### src/logic/tspf_map.svh
// Register map, field positions and timing constants of the scan pacer.
// Assumes inclusion by the package and by every design file that decodes fields.
`ifndef TSPF_MAP_SVH
`define TSPF_MAP_SVH

`define TSPF_CFG_ADDR        4'hE
`define TSPF_CFG_RESET       16'h0000
`define TSPF_CFG_WMASK       16'hFC1E
`define TSPF_BIT_FORMAT      15
`define TSPF_BIT_SOURCE      14
`define TSPF_FLT_M_HI        13
`define TSPF_FLT_M_LO        12
`define TSPF_FLT_W_HI        11
`define TSPF_FLT_W_LO        10
`define TSPF_EN_X            4
`define TSPF_EN_Y            3
`define TSPF_EN_Z            2
`define TSPF_EN_AUX          1
`define TSPF_CLK_HZ          10000000
`define TSPF_US_PER_MS       1000
`define TSPF_TICK_US         1000
`define TSPF_TICK_CYC        ((`TSPF_CLK_HZ / 1000000) * `TSPF_TICK_US)
`define TSPF_TD_1            8'h01
`define TSPF_TD_2            8'h02
`define TSPF_TD_4            8'h04
`define TSPF_TD_10           8'h0A
`define TSPF_TD_20           8'h14
`define TSPF_TD_40           8'h28
`define TSPF_TD_100          8'h64

`endif

### src/logic/tspf_pkg.sv
// Types shared by the scan pacer, its port checker and its bench.
// Assumes the constants header sits beside it.
`include "tspf_map.svh"
package tspf_pkg;
  typedef enum logic [1:0] {
    TSPF_IDLE = 2'b00,
    TSPF_SET  = 2'b01,
    TSPF_WAIT = 2'b10
  } tspf_state_t;

  typedef struct packed {
    logic       format_sel;
    logic       source_sel;
    logic [1:0] flt_m;
    logic [1:0] flt_w;
    logic [3:0] flt_en;
  } tspf_cfg_t;

  typedef struct packed {
    logic       wr;
    logic       rd;
    logic [3:0] addr;
    logic [15:0] wdata;
  } tspf_bus_t;
endpackage

### src/logic/tspf_delay_timer.sv
// Batch-delay timer: counts whole milliseconds down from a loaded value.
// Assumes a 10 MHz clock with one enable that freezes the count.
`timescale 1ns/100ps
`default_nettype none
`include "tspf_map.svh"
module tspf_delay_timer #(
  parameter int TICK_CYC = `TSPF_TICK_CYC
) (
  // Clock and control
  input  wire logic       clk,
  input  wire logic       rst,
  input  wire logic       ce,
  input  wire logic       load,
  input  wire logic [7:0] load_ms,
  // Status
  output logic            expired
);
  logic [15:0] tick_ff;
  logic [15:0] nxt_tick;
  logic [7:0]  ms_ff;
  logic [7:0]  nxt_ms;

  always_comb begin
    nxt_tick = tick_ff;
    nxt_ms   = ms_ff;
    if (load) begin
      nxt_tick = 16'h0000;
      nxt_ms   = load_ms;
    end else if (ms_ff != 8'h00) begin
      if (tick_ff == 16'(TICK_CYC - 1)) begin
        nxt_tick = 16'h0000;
        nxt_ms   = ms_ff - 8'h01;
      end else begin
        nxt_tick = tick_ff + 16'h0001;
      end
    end
  end

  always_ff @(posedge clk) begin
    if (rst) begin
      tick_ff <= 16'h0000;
      ms_ff   <= 8'h00;
    end else if (ce) begin
      tick_ff <= nxt_tick;
      ms_ff   <= nxt_ms;
    end
  end

  assign expired = (ms_ff == 8'h00);
endmodule
`default_nettype wire

### src/logic/tspf_pacer.sv
// Scan pacer with batch delay and the preprocessor configuration register.
// Assumes the converter core reports set completion and busy on this clock.
`timescale 1ns/100ps
`default_nettype none
`include "tspf_map.svh"
module tspf_pacer
  import tspf_pkg::*;
(
  // Clock, enable and reset
  input  wire logic                CLK,
  input  wire logic                CE,
  input  wire logic                RESET,
  // Register port
  input  wire tspf_pkg::tspf_bus_t BUS,
  output logic [15:0]              RDATA,
  // Scan control and core status
  input  wire logic [2:0]          BATCH_DELAY_CODE,
  input  wire logic                SCAN_ENABLE,
  input  wire logic                STOP_CMD,
  input  wire logic                SOFT_RESET,
  input  wire logic                PEN_TOUCH_PIN,
  input  wire logic                SET_DONE,
  input  wire logic                CORE_BUSY,
  input  wire logic                FILTER_PENDING,
  input  wire logic                DATA_READY,
  // Scan and status outputs
  output logic                     START_SET,
  output logic                     CONVERTER_BUSY_STOP,
  output logic                     DATA_AVAIL_FLAG,
  output tspf_pkg::tspf_cfg_t      FILTER_CFG,
  output logic                     TOUCH_IRQ_DATA_PIN_N
);
  import tspf_pkg::*;

  logic [15:0] cfg_ff;
  logic [15:0] nxt_cfg;
  logic [15:0] rdata_ff;
  logic [15:0] nxt_rdata;
  tspf_state_t state_ff;
  tspf_state_t nxt_state;
  logic        start_ff;
  logic        nxt_start;
  logic        load;
  logic [7:0]  load_ms;
  logic        expired;
  logic        pen_s1_ff;
  logic        pen_s2_ff;
  logic        pin_ff;
  logic        nxt_pin;
  logic        busy_ff;
  logic        nxt_busy;
  logic        dav_ff;
  logic        nxt_dav;

  // Pen detect comes from the analog comparator, so it is synchronised first.
  always_ff @(posedge CLK) begin
    if (RESET) begin
      pen_s1_ff <= 1'b0;
      pen_s2_ff <= 1'b0;
    end else if (CE) begin
      pen_s1_ff <= PEN_TOUCH_PIN;
      pen_s2_ff <= pen_s1_ff;
    end
  end

  // Configuration register; reserved bits are dropped on write and read as zero.
  always_comb begin
    nxt_cfg   = cfg_ff;
    nxt_rdata = rdata_ff;
    if (SOFT_RESET) begin
      nxt_cfg = `TSPF_CFG_RESET;
    end else if (BUS.wr && BUS.addr == `TSPF_CFG_ADDR) begin
      nxt_cfg = BUS.wdata & `TSPF_CFG_WMASK;
    end
    if (BUS.rd) begin
      nxt_rdata = (BUS.addr == `TSPF_CFG_ADDR) ? cfg_ff : 16'h0000;
    end
  end

  always_ff @(posedge CLK) begin
    if (RESET) begin
      cfg_ff   <= `TSPF_CFG_RESET;
      rdata_ff <= 16'h0000;
    end else if (CE) begin
      cfg_ff   <= nxt_cfg;
      rdata_ff <= nxt_rdata;
    end
  end

  assign RDATA = rdata_ff;
  assign FILTER_CFG.format_sel = cfg_ff[`TSPF_BIT_FORMAT];
  assign FILTER_CFG.source_sel = cfg_ff[`TSPF_BIT_SOURCE];
  assign FILTER_CFG.flt_m      = cfg_ff[`TSPF_FLT_M_HI:`TSPF_FLT_M_LO];
  assign FILTER_CFG.flt_w      = cfg_ff[`TSPF_FLT_W_HI:`TSPF_FLT_W_LO];
  assign FILTER_CFG.flt_en     = cfg_ff[`TSPF_EN_X:`TSPF_EN_AUX];

  // Delay code to whole milliseconds between set starts.
  always_comb begin
    case (BATCH_DELAY_CODE)
      3'h1:    load_ms = `TSPF_TD_1;
      3'h2:    load_ms = `TSPF_TD_2;
      3'h3:    load_ms = `TSPF_TD_4;
      3'h4:    load_ms = `TSPF_TD_10;
      3'h5:    load_ms = `TSPF_TD_20;
      3'h6:    load_ms = `TSPF_TD_40;
      3'h7:    load_ms = `TSPF_TD_100;
      default: load_ms = 8'h00;
    endcase
  end

  // The timer runs during the set itself, so a long set simply finds it expired.
  always_comb begin
    nxt_state = state_ff;
    nxt_start = 1'b0;
    load      = 1'b0;
    if (STOP_CMD || SOFT_RESET || !SCAN_ENABLE) begin
      nxt_state = TSPF_IDLE;
    end else begin
      case (state_ff)
        TSPF_IDLE: begin
          if (pen_s2_ff) begin
            nxt_state = TSPF_SET;
            nxt_start = 1'b1;
            load      = 1'b1;
          end
        end
        TSPF_SET: begin
          if (SET_DONE) begin
            nxt_state = TSPF_WAIT;
          end
        end
        TSPF_WAIT: begin
          if (!pen_s2_ff) begin
            nxt_state = TSPF_IDLE;
          end else if (expired) begin
            nxt_state = TSPF_SET;
            nxt_start = 1'b1;
            load      = 1'b1;
          end
        end
        default: nxt_state = TSPF_IDLE;
      endcase
    end
  end

  always_ff @(posedge CLK) begin
    if (RESET) begin
      state_ff <= TSPF_IDLE;
      start_ff <= 1'b0;
    end else if (CE) begin
      state_ff <= nxt_state;
      start_ff <= nxt_start;
    end
  end

  assign START_SET = start_ff;

  tspf_delay_timer #(
    .TICK_CYC (`TSPF_TICK_CYC)
  ) u_timer (
    .clk     (CLK),
    .rst     (RESET),
    .ce      (CE),
    .load    (load),
    .load_ms (load_ms),
    .expired (expired)
  );

  // Busy is held high and data-available held off until filter conversions finish.
  always_comb begin
    nxt_busy = CORE_BUSY | FILTER_PENDING;
    nxt_dav  = DATA_READY & ~FILTER_PENDING;
    if (FILTER_CFG.source_sel) begin
      nxt_pin = ~nxt_dav;
    end else if (FILTER_CFG.format_sel) begin
      nxt_pin = ~pen_s2_ff;
    end else begin
      nxt_pin = ~pen_s2_ff & ~nxt_dav;
    end
  end

  always_ff @(posedge CLK) begin
    if (RESET) begin
      busy_ff <= 1'b0;
      dav_ff  <= 1'b0;
      pin_ff  <= 1'b1;
    end else if (CE) begin
      busy_ff <= nxt_busy;
      dav_ff  <= nxt_dav;
      pin_ff  <= nxt_pin;
    end
  end

  assign CONVERTER_BUSY_STOP  = busy_ff;
  assign DATA_AVAIL_FLAG      = dav_ff;
  assign TOUCH_IRQ_DATA_PIN_N = pin_ff;
endmodule
`default_nettype wire

### config.mk
export PLATFORM = sky130hd
export DESIGN_NAME = tspf_pacer
export DESIGN_NICKNAME = d
export VERILOG_FILES = /design/src/logic/tspf_pkg.sv /design/src/logic/tspf_delay_timer.sv /design/src/logic/tspf_pacer.sv
export VERILOG_INCLUDE_DIRS = /design/src /design/src/logic
export SDC_FILE = /design/constraint.sdc
export NUM_CORES = 1
export LEC_CHECK = 0
export BUFFER_PORTS_ARGS = -buffer_cell sky130_fd_sc_hd__clkbuf_2
export CORE_UTILIZATION = 40
export DETAILED_ROUTE_END_ITERATION = 10
export PLACE_DENSITY = 0.69
export REMOVE_ABC_BUFFERS = 1
export SYNTH_ARGS = -nofsm -noshare
export SYNTH_HDL_FRONTEND = slang
export SYNTH_SLANG_ARGS = --single-unit
### constraint.sdc
create_clock -name CLK -period 4.55 [get_ports CLK]
set_input_delay 0.455 -clock CLK [delete_from_list [all_inputs] [get_ports CLK]]
set_output_delay 0.455 -clock CLK [all_outputs]
set_load 0.02 [all_outputs]
* After elaboration in Yosys (flattened, before gate mapping) *
Index checks and enable logic that the tools add are counted.

operators by class
  equal/unequal tests = 14
  reductions and logical operators = 15
  bitwise logic cells = 6
  muxes and demuxes = 23
  $add $sub $neg = 2

operator list
  operator                 number
  $mux W16                 6
  $pmux W7 S7              1
  $mux W8                  3
  $add A16 B1 Y16 const B  1
  $eq A16 B14 Y1 const B   1
  $eq A3 B3 Y1 const B     4
  $mux W2                  5
  $logic_not A8 Y1         1
  $reduce_bool A8 Y1       1
  $sub A8 B1 Y8 const B    1
  $eq A3 B2 Y1 const B     2
  $mux W1                  6
  $ne A3 B3 Y1 const B     2
  $pmux W2 S3              1
  $reduce_and A2 Y1        3
  $reduce_bool A2 Y1       3
  $eq A4 B4 Y1 const B     1
  $ne A4 B4 Y1 const B     1
  $reduce_and A4 Y1        1
  $eq A3 B1 Y1 const B     1
  $not A1 Y1               3
  $reduce_and A3 Y1        1
  $and A1 B1 Y1            2
  $eq A2 B1 Y1 const B     1
  7 further kinds          8

word-level totals
  word-level logic and storage cells = 71
  register bits after elaboration = 64
  output and inout port bits = 30
  input bits = 36

* Depth between registers and ports, before layout *
Gate-level depths: netlist of run 1.

  depth after elaboration = 7
  gate-level depth with buffers = 9

* Modules after synthesis *
Synthesis of run 1 repeated with hierarchy kept, for this count alone.

unflattened totals
  cells, all modules = 284
  area, all modules = 2531.2 sq um

modules (own cells, without submodules)
  module            cells an instance  area an instance (sq um)  instances
  tspf_delay_timer  157                1297.5                    1
  tspf_pacer        127                1233.7                    1

* Least setup slack after synthesis of run 1 *
No wires, ideal clock.

  path kind = reg2reg
  start = reg u_timer.ms_ff[0]
  end = reg u_timer.ms_ff[1]
  path buffers = 0
  arrival = 1993 ps
  library setup time = 95 ps
  stages on the path, launching flop included = 8
  clock period less this slack = 2089 ps
  path slack = 2461 ps
  data required time = 4455 ps
  cell sequence = dfxtp_1 > inv_1 > ha_1 > or3b_2 > o21ai_1 > nand2_1 > or3_1 > a221oi_1

on the way
  longest elaborated chain between the ends = 7
  elaborated cells between the ends (all ways) = 13
  classes of those cells = add/sub: 1; mux: 7; reduce/logical: 5

ends and longest elaborated chain
  element                              line                    RTL
  start, declared                      tspf_delay_timer.sv:20  logic [7:0] ms_ff;
  start signal, assigned               tspf_delay_timer.sv:45  ms_ff <= nxt_ms;
  $logic_not A8 Y1                     tspf_delay_timer.sv:49  assign expired = (ms_ff == 8'h00);
  $mux W1                              tspf_pacer.sv:135       end else if (expired) begin
  $mux W1                              tspf_pacer.sv:133       if (!pen_s2_ff) begin
  $pmux W1 S2                          tspf_pacer.sv:119       case (state_ff)
  $mux W1                              tspf_pacer.sv:116       if (STOP_CMD || SOFT_RESET || !SCAN_ENABLE) begin
  $reduce_bool A2 Y1 (no source line)  --
  $reduce_and A3 Y1 (no source line)   --

Parallel ways exist; a longest one is shown, timed or not. The select of a mux whose other input is x is not followed.
A chain may end at the register's enable or synchronous reset.

* Worst setup path after layout of run 1 *
  start = reg u_timer.ms_ff[0]
  end = reg u_timer.tick_ff[1]

on the way
  longest elaborated chain between the ends = 7
  elaborated cells between the ends (all ways) = 9
  classes of those cells = mux: 5; reduce/logical: 4

ends and longest elaborated chain
  element                              line                    RTL
  $logic_not A8 Y1                     tspf_delay_timer.sv:49
  $mux W1                              tspf_pacer.sv:135
  $mux W1                              tspf_pacer.sv:133
  $pmux W1 S2                          tspf_pacer.sv:119
  $mux W1                              tspf_pacer.sv:116
  $reduce_bool A2 Y1 (no source line)  --
  $reduce_and A2 Y1 (no source line)   --
  end signal, assigned                 tspf_delay_timer.sv:44  tick_ff <= nxt_tick;
  end, declared                        tspf_delay_timer.sv:18  logic [15:0] tick_ff;

Parallel ways exist; a longest one is shown, timed or not.

==> flow_summary.toml, run 1 <==
[status]
status = "completed"

[route]
drc = 0
viasPerCell = 5.49
met1_length_um = 2880
wl_met2_um = 2820
first_pass_iters = 4
wl_met3_um = 216
vias = 2422
detail-route-antenna-nets = 0
drt_iter0_markers = 136
top_layer_used = "met4"
wire_per_inst_um = 13.6
drt_wl_total_um = 5980

[critical_path]
cp-start-kind = "flop"
cp-end-kind = "flop"
critPathTopFamily = "compound AO/OA/AOI/OAI gates"
path_max_fanout = 16
reg2reg_from = "u_timer.ms_ff[0]"
crit_chain = "inv_1 -> ha_1 -> nor3b_1 -> a21boi_1 -> a2bb2oi_2 -> nand2b_1 -> a21oi_1"
worstSetupPathType = "flop to flop"
max_stage_delay_ps = 530
reg2reg_depth = 7
crit_buf_inv = 1
rr_endpoint = "u_timer.tick_ff[1]"
cp.required_ps = 4780
r2r_slack_ps = 2050
cp_slowest_cell = "a21boi_1"
critPathArrivalTime_ps = 2740

[logic_synthesis]
postSynthAreaPerCell_um2 = 8.29
synth_edf_count = 0
yosysMostFrequentCell = "dfxtp_1"
synth_seq_cells = 52
synthCells = 319
yosysWarningCount = 0
syn_area_um2 = 2650
seq_area_frac_synth_pct = 39.4
synth_commonest_cells = "52 x dfxtp_1, 37 x nor2_1, 28 x a21oi_1"
synthFlopType = "dfxtp_1"
synth_cell_types = 56
netlist.area_leader.share_pct = 39.4
postSynth.asyncResetShare_pct = 0
yosys-top-cells-area = "dfxtp_1 39%, a21oi_1 5.3%, nor2_1 5.3%"
yosysTopAreaCell = "dfxtp_1"

[sta]
rsz0062_at_grt = "no"
period_share_pct = 55.0
period_needed_ps = 2500
finalSetupViolCount = 0
hold_viol_final = 0
skew_ps = 9.70
setup_ws_ps = 2050
max_clock_freq_ghz = 0.400
setup_tns_ps = 0
final_max_slew_viol_count = 0
maxSlewHeadroom_pct = 28.3
worst_slew_pin_slew_ps = 1070

[floorplan]
rows = 29
fp.dieW_um = 83.3
initial_utilization_pct = 41.7
core_um2 = 6350
ios = 66
dieArea_um2 = 6940
fp.dieH_um = 83.3

[clock_network]
clock_sinks = 52
cts_buffer_depth = 2
hold_buffers = 0
cts_root_buf = "clkbuf_8"
cts-resized-gates = 0
htreeDepth = 2
cts_setup_buffers = 0
worstSkewPairLatency_ps = 300
cts_buffers = 5
cts_tree = "built"
clkSlewWorstSetupHoldPaths_ps = 100

[cells_and_area]
fill_cells = 627
num-nets-final = 401
areaGrowthSynthToFinish_pct = 14.0
diodes = 0
drive_gt1_share_pct = 20.3

[run]
drv_cap = 0

[placement]
gp_congestion = 0.853
io_buffers = 53
pre_cts_ws_ps = 2060
dp_hpwl_um = 4260

[power_and_ir_drop]
p_leak_nw = 1.15
pwr_density_cell_nw_per_um2 = 266
peakVddDrop_mv = 0.175

[hold_path]
min_path_type = "input pin to flop"
min_to = "pen_s1_ff"
hold_start = "PEN_TOUCH_PIN"
hold_depth = 3

[global_routing]
grt_pass1_wl_um = 9920
grt.overflow.total = 0
antenna_found_initial = 0
grt_max_degree = 42
track_usage_pct = 17.2
grt_pass1_vias = 2118
[worst max path at each step]
stage | slack [ps] | cells after the start | startpoint | to
detailed placement | 2060 | 6 | SOFT_RESET | u_timer.ms_ff[1]
global route | 1850 | 7 | u_timer.ms_ff[0] | u_timer.tick_ff[1]
finish | 2050 | 7 | u_timer.ms_ff[0] | u_timer.tick_ff[1]
floorplan | 2180 | 5 | STOP_CMD | u_timer.ms_ff[2]
CTS | 2040 | 7 | u_timer.ms_ff[0] | u_timer.tick_ff[1]
global placement | 2080 | 6 | BUS[16] | cfg_ff[1]
[cell usage in the layout (no fill, tap or decap), types with 4 or more instances in the layout]
| cell type | n |
|---|---|
| a21oi_1 | 28 |
| and3_1 | 4 |
| clkbuf_2 | 53 |
| clkbuf_8 | 5 |
| conb_1 | 6 |
| dfxtp_1 | 52 |
| inv_1 | 5 |
| mux2i_1 | 12 |
| nand2_1 | 21 |
| nand2b_1 | 5 |
| nand3_1 | 26 |
| nand4_1 | 7 |
| nor2_1 | 37 |
| nor2b_1 | 12 |
| nor3_1 | 8 |
| o211ai_1 | 4 |
| o21ai_0 | 7 |
| xor2_1 | 14 |
[kinds of logic (layout without fill, tap and decap cells)]
logic type | Yosys count | after routing | share of synthesized area, %
adders and majority gates | 2 | 2 | 0.946
buffers and inverters | 28 | 68 | 4.97
AOI/OAI and AO/OA | 61 | 61 | 14.9
and+or+nand+nor | 147 | 147 | 29.9
DFF | 52 | 52 | 39.4
xor gates and xnor gates | 16 | 16 | 5.30
other | 1 | 6 | 0.142
muxes | 12 | 12 | 4.54
[tightest hold or removal path, delay by kind of cell]
family	cells	cell delay, ps
buffers and inverters	1	80
and+or+nand+nor	1	70
muxes	1	50
[state kept, by name, indices dropped and copies added (netlist names)]
signal and cells:
pen_s1_ff 1, state_ff 2, pen_s2_ff 1, u_timer.tick_ff 16, CONVERTER_BUSY_STOP 1, TOUCH_IRQ_DATA_PIN_N 1
DATA_AVAIL_FLAG 1, RDATA 10, cfg_ff 10, START_SET 1, u_timer.ms_ff 8
[cell type report]
cell class	instances	area [um2]	share of cell area, %
repair buffers	54	273	9.05
clock buffers	5	68.8	2.28
clock inverters	3	21.3	0.706
well taps	77	96.3	3.20
inverters	6	22.5	0.747
flip-flops and latches	52	1040	34.5
multi-input cells	244	1490	49.5
[report_power, final]
| group | total, W | switching [W] | internal (W) |
|---|---|---|---|
| clock network | 0.000266 | 0.000156 | 0.000109 |
| logic | 0.0000716 | 0.0000453 | 0.0000263 |
| registers | 0.000465 | 0.00000445 | 0.000460 |
[through the flow]
stage	area, um2	util [%]	total power [W]	hold WS, ps	cells
finish	3010	47.5	0.000802	381	441
detailed placement	2920	46.0	0.000547	445	433
global route	3010	47.5	0.000838	381	441
global placement	2920	46.0	0.000546	440	433
floorplan	2550	-	0.000512	460	302
CTS	3010	47.5	0.000812	380	441
[routing by layer]
metal  track usage, %  vias to the layer above
met5                0                        -
met4             4.39                        0
met3             2.98                        7
met2             28.8                       55
met1             23.0                     1140
li1                 -                     1220
No activity file was read; power rests on OpenSTA's default activity.
==> run 2: changes to the inputs <==
--- a/config.mk
+++ b/config.mk
@@ -6,6 +6,7 @@
 export SDC_FILE = /design/constraint.sdc
 export NUM_CORES = 1
 export LEC_CHECK = 0
+export ABC_AREA = 1
 export BUFFER_PORTS_ARGS = -buffer_cell sky130_fd_sc_hd__clkbuf_2
 export CORE_UTILIZATION = 40
 export DETAILED_ROUTE_END_ITERATION = 10
==> constraint.sdc (replaced) <==
create_clock -name CLK -period 2.6 [get_ports CLK]
set_input_delay 0.26 -clock CLK [delete_from_list [all_inputs] [get_ports CLK]]
set_output_delay 0.26 -clock CLK [all_outputs]
set_load 0.02 [all_outputs]
==> flow_summary.toml, run 2 <==
[global_routing]
track_usage_pct = 17.4
top_usage_layer = "met2"
met2_usage_pct = 29.3
grt.overflow.total = 0
use_met1_pct = 22.6
grt_pass1_wl_um = 10200
grt_max_degree = 21
antenna_found_initial = 0
grt_util_met3_pct = 3.99
grt_pass1_vias = 2377

[critical_path]
crit_chain = "inv_1 -> ha_1 -> nand2_2 -> o21ai_4 -> nand2_4 -> nand2_4 -> nand2_4 -> nand2_2 -> nor2_1"
crit_buf_inv = 1
cp_slowest_cell = "dfxtp_1"
critPathArrivalTime_ps = 2140
cp.depth = 9
cp_common_cell = "nand2_4"
worstSetupPathType = "flop to flop"
reg2reg_depth = 9
path_max_fanout = 17
cp-end-kind = "flop"
max_stage_delay_ps = 340
cp-start-kind = "flop"
critPathTopFamily = "simple AND/OR/NAND/NOR gates"
cp.required_ps = 2800

[route]
first_pass_iters = 7
detail-route-antenna-nets = 0
vias = 2596
viasPerCell = 4.95
wire_per_inst_um = 11.0
drc = 1
drt_iter0_markers = 84
drt_wl_total_um = 5790

[logic_synthesis]
netlist.area_leader.share_pct = 37.9
yosys-top-cells-area = "dfxtp_1 38%, nand2_1 11%, nor2_1 7.2%"
syn_area_um2 = 2750
seq_area_frac_synth_pct = 37.9
synth_edf_count = 0
yosysWarningCount = 0
synth_cell_types = 35
yosysTopAreaCell = "dfxtp_1"
synthFlopType = "dfxtp_1"
yosysMostFrequentCell = "nand2_1"
synth_seq_cells = 52
synth_commonest_cells = "80 x nand2_1, 53 x nor2_1, 52 x dfxtp_1"
synthCells = 397
postSynth.asyncResetShare_pct = 0
postSynthAreaPerCell_um2 = 6.92

[power_and_ir_drop]
peakVddDrop_mv = 0.251
p_leak_nw = 1.40
pwr_density_cell_nw_per_um2 = 476

[sta]
final_max_slew_viol_count = 0
period_share_pct = 74.5
setup_ws_ps = 663
hold_slack_ps = 159
skew_ps = 7.94
finalSetupViolCount = 0
setup_tns_ps = 0
period_needed_ps = 1940
rsz0062_at_grt = "no"
hold_viol_final = 0
max_clock_freq_ghz = 0.516

[hold_path]
min_path_type = "input pin to flop"
hold_depth = 3

[cells_and_area]
multi_input_area_um2 = 1440
mostFrequentLayoutCell = "nand2_1"
diodes = 0
layout_common_cells = "80 x nand2_1, 53 x nor2_1, 53 x clkbuf_2"
drive_gt1_share_pct = 19.2
largest_register_ffs = 16
instances_no_fill = 524
num-nets-final = 484
top_register = "u_timer.tick_ff"
fill_cells = 650
areaGrowthSynthToFinish_pct = 14.1
final_area_um2 = 3130
layout.area.seq_um2 = 1040

[clock_network]
cts_root_buf = "clkbuf_8"
clkSlewWorstSetupHoldPaths_ps = 100
htreeDepth = 2
cts_setup_buffers = 0
hold_buffers = 0
clock_sinks = 52
worstSkewPairLatency_ps = 310
cts-resized-gates = 0
cts_buffer_depth = 2
cts_tree = "built"
cts_buffers = 5

[floorplan]
fp.dieW_um = 84.9
core_um2 = 6490
fp.dieH_um = 84.9
dieArea_um2 = 7200
ios = 66
rows = 29
initial_utilization_pct = 42.3

[placement]
gp_congestion = 0.801
dp_hpwl_um = 4300
pre_cts_ws_ps = 676
dpl.cell_count = 516
place_area_um2 = 3030
io_buffers = 53

[run]
drv_cap = 0

[status]
status = "finished with violations"
violations = "DRC"
-- run 2: routing by layer --
metal	part of all wire, %	up-vias
met5	0	-
met4	1.1	0
met3	5.4	6
met2	45	68
met1	49	1154
li1	-	1368
-- run 2: path summary, 6_finish.rpt --
check	startpoint	to	slack, ps
min reg2reg	cfg_ff[4]	RDATA[4]	490
max reg2reg	u_timer.ms_ff[0]	u_timer.tick_ff[2]	660
min	CORE_BUSY	CONVERTER_BUSY_STOP	160
max	u_timer.ms_ff[0]	u_timer.tick_ff[2]	660
-- run 2: final cells by class --
| cell class | instances | area share [%] |
|---|---|---|
| multi-input combinational | 286 | 45.8 |
| sequential | 52 | 33.2 |
| timing repair buffer | 56 | 9.19 |
| inverter | 45 | 5.39 |
| tap | 77 | 3.08 |
| clock buffer | 5 | 2.20 |
| clock inverter | 3 | 1.08 |
-- run 2: kinds of logic after synthesis --
logic type	Yosys count	synth area share [%]
xor+xnor	10	3.19
flops	52	37.9
buf+inv	64	10.5
other cells	1	0.137
fa+ha+maj	2	0.911
simple gates	202	34.3
compound gates	66	13.1
-- run 2: power breakdown --
part,switching (W),internal (W),leakage [nW],total [W]
clock network,0.000302,0.000203,0.0515,0.000505
registers,0.0000143,0.000817,0.423,0.000832
logic,0.000104,0.0000517,0.927,0.000156
-- run 2: tightest hold or removal path: stages --
cell      delay (ps)
clkbuf_2          70
nor3_1            40
nor2_1            70
-- run 2: stage by stage --
step                power [W]  util (%)
finish                0.00149      48.2
global route          0.00156      48.2
CTS                   0.00151      48.2
detailed placement    0.00101      46.7
global placement      0.00100      46.7
floorplan            0.000940         -
